File: src/design/cmn_pkg.sv
// Function
// - Remainder of Y by Z goes to X; result and issue take 34 cycles.
// - Remainder treats both operands as unsigned integers.
// - Remainder exists only when the divider option is built in.
// - Register multiply keeps low 32 product bits; result 3 cycles, issue 1.
// - Multiplies exist only with multicycle or pipelined multiplier option.
// - Immediate multiply uses sign-extended immediate; low 32 bits; 3 cycles.
// - Copy_register copies Y to X as OR with register zero, 1 cycle.
// - Move-high puts immediate shifted left 16 into X via OR-high, 1 cycle.
// - Register NOR writes complement of Y OR Z; 1 cycle.
// - Immediate NOR ORs zero-extended immediate with Y, complements; 1 cycle.
package cmn_pkg;

  // ==========================================================================
  // Encoding
  localparam logic [5:0] CMN_OP_MODU = 6'h31;
  localparam logic [5:0] CMN_OP_MUL = 6'h22;
  localparam logic [5:0] CMN_OP_NOR = 6'h21;
  localparam logic [5:0] CMN_OP_MULI = 6'h02;
  localparam logic [5:0] CMN_OP_NORI = 6'h01;
  localparam logic [5:0] CMN_OP_OR = 6'h2E;
  localparam logic [5:0] CMN_OP_ORHI = 6'h1E;
  localparam int CMN_OP_MSB = 31;
  localparam int CMN_OP_LSB = 26;
  localparam int CMN_Y_MSB = 25;
  localparam int CMN_Y_LSB = 21;
  localparam int CMN_Z_MSB = 20;
  localparam int CMN_Z_LSB = 16;
  localparam int CMN_X_MSB = 15;
  localparam int CMN_X_LSB = 11;
  localparam int CMN_IMM_MSB = 15;
  localparam int CMN_PAD_MSB = 10;
  localparam logic [10:0] CMN_PAD_ZERO = 11'h000;
  localparam logic [15:0] CMN_HALF_ZERO = 16'h0000;
  localparam logic [31:0] CMN_WORD_ZERO = 32'h0000_0000;
  localparam logic [4:0] CMN_REG_ZERO = 5'h00;

  // ==========================================================================
  // Timing
  localparam int CMN_DIV_CYCLES = 34;
  localparam int CMN_MUL_CYCLES = 3;
  localparam int CMN_LOGIC_CYCLES = 1;
  localparam int CMN_DIV_STEPS = 32;

  // ==========================================================================
  // Types
  typedef enum logic [2:0] {
    CMN_K_NONE = 3'b000,
    CMN_K_MODU = 3'b001,
    CMN_K_MUL = 3'b010,
    CMN_K_LOGIC = 3'b011,
    CMN_K_ILLEGAL = 3'b100
  } cmn_kind_t;

  typedef struct packed {
    logic valid;
    logic [4:0] dest;
    logic [31:0] data;
  } cmn_wb_t;

  typedef struct packed {
    logic [4:0] ry;
    logic [4:0] rz;
  } cmn_rd_t;

endpackage

File: src/design/cmn_divider.sv
`timescale 1ns/1ns
`default_nettype none
module cmn_divider
  import cmn_pkg::*;
#(
  parameter int WIDTH = 32
) (
  input wire logic clk,
  input wire logic resetn,
  input wire logic start,
  input wire logic [WIDTH-1:0] dividend,
  input wire logic [WIDTH-1:0] divisor,
  output logic busy,
  output logic done,
  output logic [WIDTH-1:0] remainder
);

  // ==========================================================================
  // Restoring unsigned division, one quotient bit per cycle.
  logic [WIDTH-1:0] quo_r;
  logic [WIDTH-1:0] den_r;
  logic [WIDTH:0] rem_r;
  logic [5:0] step_r;
  logic [WIDTH:0] trial;
  logic [WIDTH:0] shifted;

  assign shifted = {rem_r[WIDTH-1:0], quo_r[WIDTH-1]};
  assign trial = shifted - {1'b0, den_r};
  assign remainder = rem_r[WIDTH-1:0];

  always_ff @(posedge clk or negedge resetn) begin
    if (!resetn) begin
      busy <= 1'b0;
      done <= 1'b0;
      step_r <= 6'h00;
      quo_r <= '0;
      den_r <= '0;
      rem_r <= '0;
    end else begin
      done <= 1'b0;
      if (start && !busy) begin
        busy <= 1'b1;
        step_r <= 6'h00;
        quo_r <= dividend;
        den_r <= divisor;
        rem_r <= '0;
      end else if (busy) begin
        quo_r <= {quo_r[WIDTH-2:0], ~trial[WIDTH]};
        rem_r <= trial[WIDTH] ? shifted : trial;
        step_r <= step_r + 6'h01;
        if (step_r == 6'(CMN_DIV_STEPS - 1)) begin
          busy <= 1'b0;
          done <= 1'b1;
        end
      end
    end
  end

endmodule
`default_nettype wire

File: src/design/cmn_multiplier.sv
`timescale 1ns/1ns
`default_nettype none
module cmn_multiplier
  import cmn_pkg::*;
#(
  parameter int WIDTH = 32
) (
  input wire logic clk,
  input wire logic resetn,
  input wire logic start,
  input wire logic [WIDTH-1:0] a,
  input wire logic [WIDTH-1:0] b,
  output logic [WIDTH-1:0] product
);

  // ==========================================================================
  // Two register stages; only the low word of the product is kept.
  logic [WIDTH-1:0] a_r;
  logic [WIDTH-1:0] b_r;
  logic [2*WIDTH-1:0] full;

  assign full = a_r * b_r;

  always_ff @(posedge clk or negedge resetn) begin
    if (!resetn) begin
      a_r <= '0;
      b_r <= '0;
      product <= '0;
    end else begin
      if (start) begin
        a_r <= a;
        b_r <= b;
      end
      product <= full[WIDTH-1:0];
    end
  end

endmodule
`default_nettype wire

File: src/design/cmn_exec.sv
`timescale 1ns/1ns
`default_nettype none
module cmn_exec
  import cmn_pkg::*;
#(
  parameter bit DIVIDER_OPTION = 1'b1,
  parameter bit MULTICYCLE_MULTIPLIER_OPTION = 1'b0,
  parameter bit PIPELINED_MULTIPLIER_OPTION = 1'b1
) (
  input wire logic clk,
  input wire logic resetn,
  input wire logic issue_valid,
  input wire logic [31:0] issue_instr,
  output logic issue_ready,
  output cmn_rd_t rd_addr,
  input wire logic [31:0] rd_y_data,
  input wire logic [31:0] rd_z_data,
  output cmn_wb_t wb,
  output logic illegal
);

  // ==========================================================================
  // Option derivation.
  localparam bit HAS_DIV = DIVIDER_OPTION;
  localparam bit HAS_MUL = MULTICYCLE_MULTIPLIER_OPTION
                           | PIPELINED_MULTIPLIER_OPTION;

  // ==========================================================================
  // Decode.
  function automatic logic [31:0] sext16(input logic [15:0] v);
    return {{16{v[15]}}, v};
  endfunction

  function automatic logic [31:0] zext16(input logic [15:0] v);
    return {CMN_HALF_ZERO, v};
  endfunction

  logic [5:0] op;
  logic [4:0] fy;
  logic [4:0] fz;
  logic [4:0] fx;
  logic [15:0] imm;
  logic pad_ok;
  cmn_kind_t kind;
  logic [4:0] dest;
  logic [31:0] logic_res;
  logic [31:0] mul_b;
  logic [31:0] y_val;
  logic [31:0] z_val;

  assign op = issue_instr[CMN_OP_MSB:CMN_OP_LSB];
  assign fy = issue_instr[CMN_Y_MSB:CMN_Y_LSB];
  assign fz = issue_instr[CMN_Z_MSB:CMN_Z_LSB];
  assign fx = issue_instr[CMN_X_MSB:CMN_X_LSB];
  assign imm = issue_instr[CMN_IMM_MSB:0];
  assign pad_ok = issue_instr[CMN_PAD_MSB:0] == CMN_PAD_ZERO;

  // The register file port is combinational; register zero always reads zero.
  assign rd_addr.ry = fy;
  assign rd_addr.rz = fz;
  assign y_val = (fy == CMN_REG_ZERO) ? CMN_WORD_ZERO : rd_y_data;
  assign z_val = (fz == CMN_REG_ZERO) ? CMN_WORD_ZERO : rd_z_data;

  always_comb begin
    kind = CMN_K_ILLEGAL;
    dest = fx;
    logic_res = CMN_WORD_ZERO;
    mul_b = z_val;
    case (op)
      CMN_OP_MODU: begin
        kind = (HAS_DIV && pad_ok) ? CMN_K_MODU : CMN_K_ILLEGAL;
      end
      CMN_OP_MUL: begin
        kind = (HAS_MUL && pad_ok) ? CMN_K_MUL : CMN_K_ILLEGAL;
      end
      CMN_OP_MULI: begin
        kind = HAS_MUL ? CMN_K_MUL : CMN_K_ILLEGAL;
        dest = fz;
        mul_b = sext16(imm);
      end
      CMN_OP_NOR: begin
        kind = pad_ok ? CMN_K_LOGIC : CMN_K_ILLEGAL;
        logic_res = ~(y_val | z_val);
      end
      CMN_OP_NORI: begin
        kind = CMN_K_LOGIC;
        dest = fz;
        logic_res = ~(y_val | zext16(imm));
      end
      CMN_OP_OR: begin
        // Copy_register is an OR with register zero as the Z operand.
        kind = pad_ok ? CMN_K_LOGIC : CMN_K_ILLEGAL;
        logic_res = y_val | z_val;
      end
      CMN_OP_ORHI: begin
        // Move-high is an OR-high with register zero as the Y operand.
        kind = CMN_K_LOGIC;
        dest = fz;
        logic_res = y_val | {imm, CMN_HALF_ZERO};
      end
      default: begin
        kind = CMN_K_ILLEGAL;
      end
    endcase
  end

  // ==========================================================================
  // Issue control: the remainder holds issue for its whole issue interval.
  typedef enum logic [1:0] {
    CMN_DS_IDLE = 2'b00,
    CMN_DS_RUN = 2'b01
  } cmn_div_state_t;

  function automatic logic takes_kind(input logic t, input cmn_kind_t k,
                                      input cmn_kind_t want);
    return t && (k == want);
  endfunction

  logic take;
  logic take_div;
  logic take_mul;
  logic take_logic;
  logic take_bad;
  logic div_done;
  logic [31:0] div_rem;
  logic [31:0] mul_prod;
  cmn_div_state_t div_state_r;
  cmn_div_state_t div_state_nxt;
  logic [4:0] div_dest_r;
  logic [5:0] div_cnt_r;
  logic [5:0] div_cnt_nxt;
  logic [1:0] mul_v_r;
  logic [4:0] mul_d0_r;
  logic [4:0] mul_d1_r;

  assign take = issue_valid && issue_ready;
  assign take_div = takes_kind(take, kind, CMN_K_MODU);
  assign take_mul = takes_kind(take, kind, CMN_K_MUL);
  assign take_logic = takes_kind(take, kind, CMN_K_LOGIC);
  assign take_bad = takes_kind(take, kind, CMN_K_ILLEGAL);
  assign div_cnt_nxt = div_cnt_r - 6'h01;

  cmn_divider #(.WIDTH(32)) u_div (
    .clk(clk),
    .resetn(resetn),
    .start(take_div),
    .dividend(y_val),
    .divisor(z_val),
    .busy(),
    .done(div_done),
    .remainder(div_rem)
  );

  cmn_multiplier #(.WIDTH(32)) u_mul (
    .clk(clk),
    .resetn(resetn),
    .start(take_mul),
    .a(y_val),
    .b(mul_b),
    .product(mul_prod)
  );

  // The sequencer leaves its run state on the edge that reopens issue, so the
  // next instruction can be taken exactly 34 cycles after the remainder.
  always_comb begin
    div_state_nxt = div_state_r;
    case (div_state_r)
      CMN_DS_IDLE: begin
        if (take_div) begin
          div_state_nxt = CMN_DS_RUN;
        end
      end
      CMN_DS_RUN: begin
        if (div_cnt_nxt == 6'h00) begin
          div_state_nxt = CMN_DS_IDLE;
        end
      end
      default: begin
        div_state_nxt = CMN_DS_IDLE;
      end
    endcase
  end

  always_ff @(posedge clk or negedge resetn) begin
    if (!resetn) begin
      div_state_r <= CMN_DS_IDLE;
      issue_ready <= 1'b1;
    end else begin
      div_state_r <= div_state_nxt;
      issue_ready <= div_state_nxt == CMN_DS_IDLE;
    end
  end

  always_ff @(posedge clk or negedge resetn) begin
    if (!resetn) begin
      div_cnt_r <= 6'h00;
    end else if (take_div) begin
      div_cnt_r <= 6'(CMN_DIV_CYCLES - 1);
    end else if (div_state_r == CMN_DS_RUN) begin
      div_cnt_r <= div_cnt_nxt;
    end
  end

  always_ff @(posedge clk or negedge resetn) begin
    if (!resetn) begin
      div_dest_r <= CMN_REG_ZERO;
    end else if (take_div) begin
      div_dest_r <= dest;
    end
  end

  // Multiply tags follow the two product stages.
  always_ff @(posedge clk or negedge resetn) begin
    if (!resetn) begin
      mul_v_r <= 2'b00;
      mul_d0_r <= CMN_REG_ZERO;
      mul_d1_r <= CMN_REG_ZERO;
    end else begin
      mul_v_r <= {mul_v_r[0], take_mul};
      mul_d0_r <= dest;
      mul_d1_r <= mul_d0_r;
    end
  end

  // ==========================================================================
  // Write-back. A logic result lands in the cycle after issue, a multiply
  // result two cycles later and the remainder in the 34th cycle. Results that
  // meet in one slot go remainder first, then multiply; the loser is lost, so
  // instruction order must keep such slots apart.
  function automatic cmn_wb_t make_wb(input logic v, input logic [4:0] d,
                                      input logic [31:0] x);
    cmn_wb_t w;
    w = '0;
    if (v) begin
      w.valid = 1'b1;
      w.dest = d;
      w.data = x;
    end
    return w;
  endfunction

  cmn_wb_t div_wb;
  cmn_wb_t mul_wb;
  cmn_wb_t logic_wb;

  assign div_wb = make_wb(div_done, div_dest_r, div_rem);
  assign mul_wb = make_wb(mul_v_r[1], mul_d1_r, mul_prod);
  assign logic_wb = make_wb(take_logic, dest, logic_res);

  always_ff @(posedge clk or negedge resetn) begin
    if (!resetn) begin
      wb <= '0;
    end else if (div_wb.valid) begin
      wb <= div_wb;
    end else if (mul_wb.valid) begin
      wb <= mul_wb;
    end else begin
      wb <= logic_wb;
    end
  end

  always_ff @(posedge clk or negedge resetn) begin
    if (!resetn) begin
      illegal <= 1'b0;
    end else begin
      illegal <= take_bad;
    end
  end

endmodule
`default_nettype wire

File: config.mk
export PLATFORM = sky130hd
export DESIGN_NAME = cmn_exec
export DESIGN_NICKNAME = d
export VERILOG_FILES = /design/src/design/cmn_pkg.sv /design/src/design/cmn_divider.sv /design/src/design/cmn_multiplier.sv /design/src/design/cmn_exec.sv
export SDC_FILE = /design/constraint.sdc
export NUM_CORES = 2
export LEC_CHECK = 0
export ABC_AREA = 1
export BUFFER_PORTS_ARGS = -buffer_cell sky130_fd_sc_hd__buf_2
export CAP_MARGIN = 30
export CELL_PAD_IN_SITES_DETAIL_PLACEMENT = 1
export CELL_PAD_IN_SITES_GLOBAL_PLACEMENT = 2
export CORE_MARGIN = 4
export CORE_UTILIZATION = 41
export DETAILED_ROUTE_END_ITERATION = 12
export PLACE_DENSITY = 0.95
export SYNTH_ARGS = -nofsm -noshare
export SYNTH_HDL_FRONTEND = slang
export SYNTH_SLANG_ARGS = --single-unit
File: constraint.sdc
create_clock -name clk -period 15.1 [get_ports clk]
set_input_delay 1.51 -clock clk [delete_from_list [all_inputs] [get_ports clk]]
set_output_delay 1.51 -clock clk [all_outputs]
set_load 0.05 [all_outputs]
After elaboration in Yosys (flattened, before gate mapping). Index checks and enable logic that the tools add are counted.

Add/sub/neg operators: 3. Multiply operators: 1. Eq/ne operators: 13. Mux-type cells: 32. Bitwise gates (word level): 6. Reduce and logical (&&, ||, !) cells: 18.

Operators with widths (count): 32-bit 2-to-1 mux (8); 38-bit 2-to-1 mux (5); 32-bit one-hot mux with 4 select lines (1); 32-bit inverter (2); 32-bit OR (2); 33-bit by 32-bit subtractor with 33-bit output (1); 32-bit by 32-bit multiplier with 32-bit output (1); 32-bit by 16-bit OR with 32-bit output (1); 6-bit equality test, second input constant (4); 6-bit 2-to-1 mux (4); 3-bit one-hot mux with 5 select lines (1); 6-bit by 5-bit equality test with 1-bit output, second input constant (2); 11-bit logical NOT (1); 5-bit logical NOT (2); 3-bit 2-to-1 mux (3); 6-bit by 1-bit adder with 6-bit output, second input constant (1); 3-bit by 2-bit equality test with 1-bit output, second input constant (2); 6-bit by 1-bit equality test with 1-bit output, second input constant (1); 6-bit by 2-bit equality test with 1-bit output, second input constant (1); 1-bit logical AND (6); 6-bit logical NOT (1); 1-bit 2-to-1 mux (6); 6-bit by 1-bit subtractor with 6-bit output, second input constant (1); 5-bit 2-to-1 mux (1); other kinds (11) (15).

Register bits: 265. Input bits: 99. Output and inout port bits: 50.

Logic depth before layout (Yosys ltp).
Word-level depth: 8. Gate-level depth with buffers: 32. Gate-level depth less buffers: 30.

By module. A second synthesis with hierarchy kept.

Cell total of the unflattened synthesis: 4438. Area total of the unflattened synthesis: 32416.1 sq um.

Modules (own cells, without submodules): cmn_multiplier (instances 1, cells each 2503, area an instance 20090.5 sq um, sequential area each 2402.3 sq um); cmn_divider (instances 1, cells each 1084, area an instance 7161.9 sq um, sequential area each 2602.5 sq um); cmn_exec (instances 1, cells each 851, area an instance 5163.7 sq um, sequential area each 1627.8 sq um).

Least setup slack after synthesis. OpenSTA, ideal clock, no wires.

Path kind: register -> register. Start: register u_mul.b_r[3]. End: register u_mul.product[29]. Setup time: 0.128 ns. Arrival time: 6.298 ns. Setup slack: 8.674 ns. Cell stages (with the launch flop): 28. Path buffers: 2. Clock period less this slack: 6.426 ns. Cells stage by stage: dfrtp_1 > clkbuf_1 > buf_1 > nand2_1 > inv_1 > fa_1 > inv_1 > fa_1 > fa_1 > fa_1 > inv_1 > fa_1 > inv_1 > fa_1 > inv_1 > fa_1 > fa_1 > ha_1 > nand2_1 > nor2_1 > inv_1 > nor3_1 > nand3_1 > nand3_1 > nand3_1 > nand2_1 > a21oi_1 > xor2_1.

Word-level cells in the longest chain between the ends: 1.

RTL lines: start, declared (RTL line cmn_multiplier.sv:19) `logic [WIDTH-1:0] b_r;`; start signal, assigned (RTL line cmn_multiplier.sv:27) `b_r <= '0;`; start signal, assigned (RTL line cmn_multiplier.sv:32) `b_r <= b;`; 32-bit by 32-bit multiplier with 32-bit output (RTL line cmn_multiplier.sv:22) `assign full = a_r * b_r;`; net u_mul.full[29] (RTL line cmn_multiplier.sv:20) `logic [2*WIDTH-1:0] full;`; end signal, assigned (RTL line cmn_multiplier.sv:34) `product <= full[WIDTH-1:0];`; end, declared (RTL line cmn_multiplier.sv:13) `output logic [WIDTH-1:0] product`.

The timed path passes the listed nets, and every way through them passes these cells. A chain may end at the register's enable or synchronous reset.

Final worst setup path.
Start: register u_mul.a_r[6]. End: register u_mul.product[30].

Word-level cells in the longest chain between the ends: 1.

RTL lines: start, declared (RTL line cmn_multiplier.sv:18) `logic [WIDTH-1:0] a_r;`; start signal, assigned (RTL line cmn_multiplier.sv:26) `a_r <= '0;`; start signal, assigned (RTL line cmn_multiplier.sv:31) `a_r <= a;`; 32-bit by 32-bit multiplier with 32-bit output (RTL line cmn_multiplier.sv:22); net u_mul.full[30] (RTL line cmn_multiplier.sv:20).

The timed path passes the listed nets, and every way through them passes these cells.

==> flow_summary.ini <==
[clock_tree]
cts_tree = yes
cts_max_path_buffers = 3
numCtsBuffers = 29
cts.sinks = 265
cts_hold_buf = 0
cts-root-buf = clkbuf_16
post-cts-setup-buffers = 0
ctsResizeCount = 0
clk_pin_slew_worst_paths_ps = 60
h-tree-depth = 1
clock_latency_ps = 600

[pwr]
p_leak_uw = 0.0193
pwr_density_cell_nw_per_um2 = 133
total_power_uw = 4470
ir_worst_vdd_uv = 118

[critical_path]
cpPeakStageDelay_ps = 740
worstPathMaxFanout = 15
crit_type = flop to flop
path_common_cell = fa_1
critPathTopFamily = adder cells
critPathSlowestCell = dfrtp_1
start_kind = flop
worstPathRequired_ps = 15620
cp-end-kind = flop
arrival_ps = 7780
critPathBufInv = 4
path_cells = buf_4, nand2_1, inv_1, fa_1, fa_1, inv_1, fa_1, inv_1, fa_1, fa_1, fa_1, fa_1, fa_1, ha_1, nand2_1, nor4_1, nand3_1, nand3_1, nand2_1, nand2_1, nand2_1, nand3_1, xor2_1

[global_routing]
overflow = 0
grt_pass1_vias = 28926
grt_usage_pct = 27.8
grt_pass1_wl_um = 170000
grt_max_degree = 143
antenna_found_initial = 2

[outcome]
outcome = completed

[detailed_routing]
drc = 0
post_drt_wl_per_cell_um = 21.4
num_vias = 27252
firstDrtPassIters = 5
postRouteAntennaNets = 0
via_per_inst = 5.32
wirelength_um = 110000
drtIter0Drc = 2271

[yosys]
syn_inst = 4105
async_reset_ff_share_pct = 100
syn-num-nets = 4771
synth_most_common_cell = nand2_1
avgSynthCellArea_um2 = 7.55
synth_top_cell_area_share_pct = 26.4
synth_top_area_cell = fa_1
synth_top_cells_by_count = 1217 x nand2_1, 984 x inv_1, 409 x fa_1
syn_area_um2 = 31000
synth_area_leaders = fa_1 26%, dfrtp_1 21%, nand2_1 15%
ys.flop_type = dfrtp_1
seq_area_frac_synth_pct = 21.4
yosys_warnings = 0
synth_cell_type_count = 50
synth_edf_count = 0
ys_ff_latch = 265

[placed_design]
hpwl_um = 85900
numPortBuffers = 148
gp_congestion = 0.914
pre_cts_ws_ps = 7890

[sta]
slew_violations = 0
hold_viol_final = 0
finalCritPeriodShare_pct = 48.1
setup_viol = 0
rsz0062_at_grt = false
worst_slew_margin_rel_pct = 29.7
skew_ps = 16.4
timing.final.crit_period_ps = 7260
max_freq_ghz = 0.138
fin_ws_ps = 7840
tns_ps = 0
worstMarginPinSlew_ps = 1050

[finish]
nets = 4793
layout-drive-gt1-share_pct = 7.23
fillers = 9244
antennaDiodeCount = 0
ff_latch_area_um2 = 6640
syn_to_final_growth_pct = 8.46
multi_input_area_um2 = 19800
finish.utilization_pct = 45.0

[floorplan]
die-area_um2 = 80000
io_pins = 149
die_h_um = 283
start_util_pct = 41.5
core_um2 = 74700
rows = 100
die_w_um = 283

[min_path]
hold_class = flop to flop

[flow_run]
drv_cap = 0
-- worst reg2reg max path, delay by kind of cell (launching register included) --
family / cells / cell delay [ps]
fa+ha+maj: 9 / 4220
simple gates: 9 / 1480
flops: 1 / 740
buf+inv: 4 / 580
xor+xnor: 1 / 150
-- metal layers --
layer	GRT usage, %	share of wire (%)	vias up
li1	-	-	12287
met1	38.7	43	13779
met2	45.1	46	1011
met3	4.43	7.4	175
met4	8.30	3.6	0
met5	0	0	-
-- kinds of logic after synthesis --
family | after synthesis | synth area share, %
simple gates | 1590 | 20.7
other cells | 1 | 0.0121
fa+ha+maj | 567 | 32.8
compound gates | 427 | 8.62
buf+inv | 1196 | 14.8
xor+xnor | 59 | 1.67
flops | 265 | 21.4
-- where the power goes --
| group | internal, µW | leakage (µW) | switching (µW) |
|---|---|---|---|
| clock network | 452 | 0.000509 | 328 |
| logic | 1000 | 0.0154 | 1770 |
| registers | 802 | 0.00342 | 110 |
| total | 2260 | 0.0193 | 2210 |
-- worst paths after layout --
kind	startpoint	end	slack [ps]	cells past startpoint
setup / recovery	u_mul.a_r[6]	u_mul.product[30]	7840	23
hold / removal	mul_d0_r[4]	mul_d1_r[4]	350	0
setup reg to reg	u_mul.a_r[6]	u_mul.product[30]	7840	23
hold reg to reg	mul_d0_r[4]	mul_d1_r[4]	350	0
max in group asynchronous	resetn	u_mul.product[2]	12590	2
min in group asynchronous	resetn	div_cnt_r[1]	990	1
-- layout make-up --
type / count / share of cell area (%)
Clock buffer: 37 / 2.43
Clock inverter: 17 / 0.622
Inverter: 991 / 11.1
Multi-Input combinational cell: 2644 / 58.9
Sequential cell: 265 / 19.7
Tap cell: 969 / 3.61
Timing Repair Buffer: 196 / 3.66
-- cell usage in the layout, fill, tap and decap left out, drive strengths merged --
cell	instances
inv	992
nand3	176
buf	196
conb	1
dfrtp	264
nor2	124
clkinvlp	2
o21bai	5
nand4	25
fa	409
o2111ai	8
clkbuf	37
a41oi	4
o21a	4
o31ai	1
xor2	41
a21o	4
a22oi	47
nor3	27
clkinv	10
o32ai	1
nand2b	1
o21ai	152
a22o	1
a31oi	37
nor4	3
bufinv	4
dfstp	1
or2	2
a21oi	113
o211ai	14
a21boi	7
o221ai	16
nand3b	10
and3	1
nand2	1221
xnor2	18
ha	158
a221oi	5
o311ai	8
-- flip-flops by register name (all words and copies together) (netlist names) --
register       count
wb                38
div_dest_r         5
u_mul.b_r         32
u_div.quo_r       32
u_mul.a_r         32
mul_v_r            2
div_state_r        2
div_cnt_r          6
u_div.done         1
u_div.den_r       32
mul_d0_r           5
illegal            1
mul_d1_r           5
u_mul.product     32
u_div.rem_r       32
issue_ready        1
u_div.step_r       6
u_div.busy         1
-- metrics by stage --
stage | hold WS, ps | instances | instance area (µm²)
floorplan | 331 | 4105 | 31000
global placement | 332 | 5059 | 32400
detailed placement | 338 | 5061 | 32500
CTS | 355 | 5115 | 33500
global route | 362 | 5119 | 33600
finish | 352 | 5119 | 33600
(Power assumes the default switching activity.)
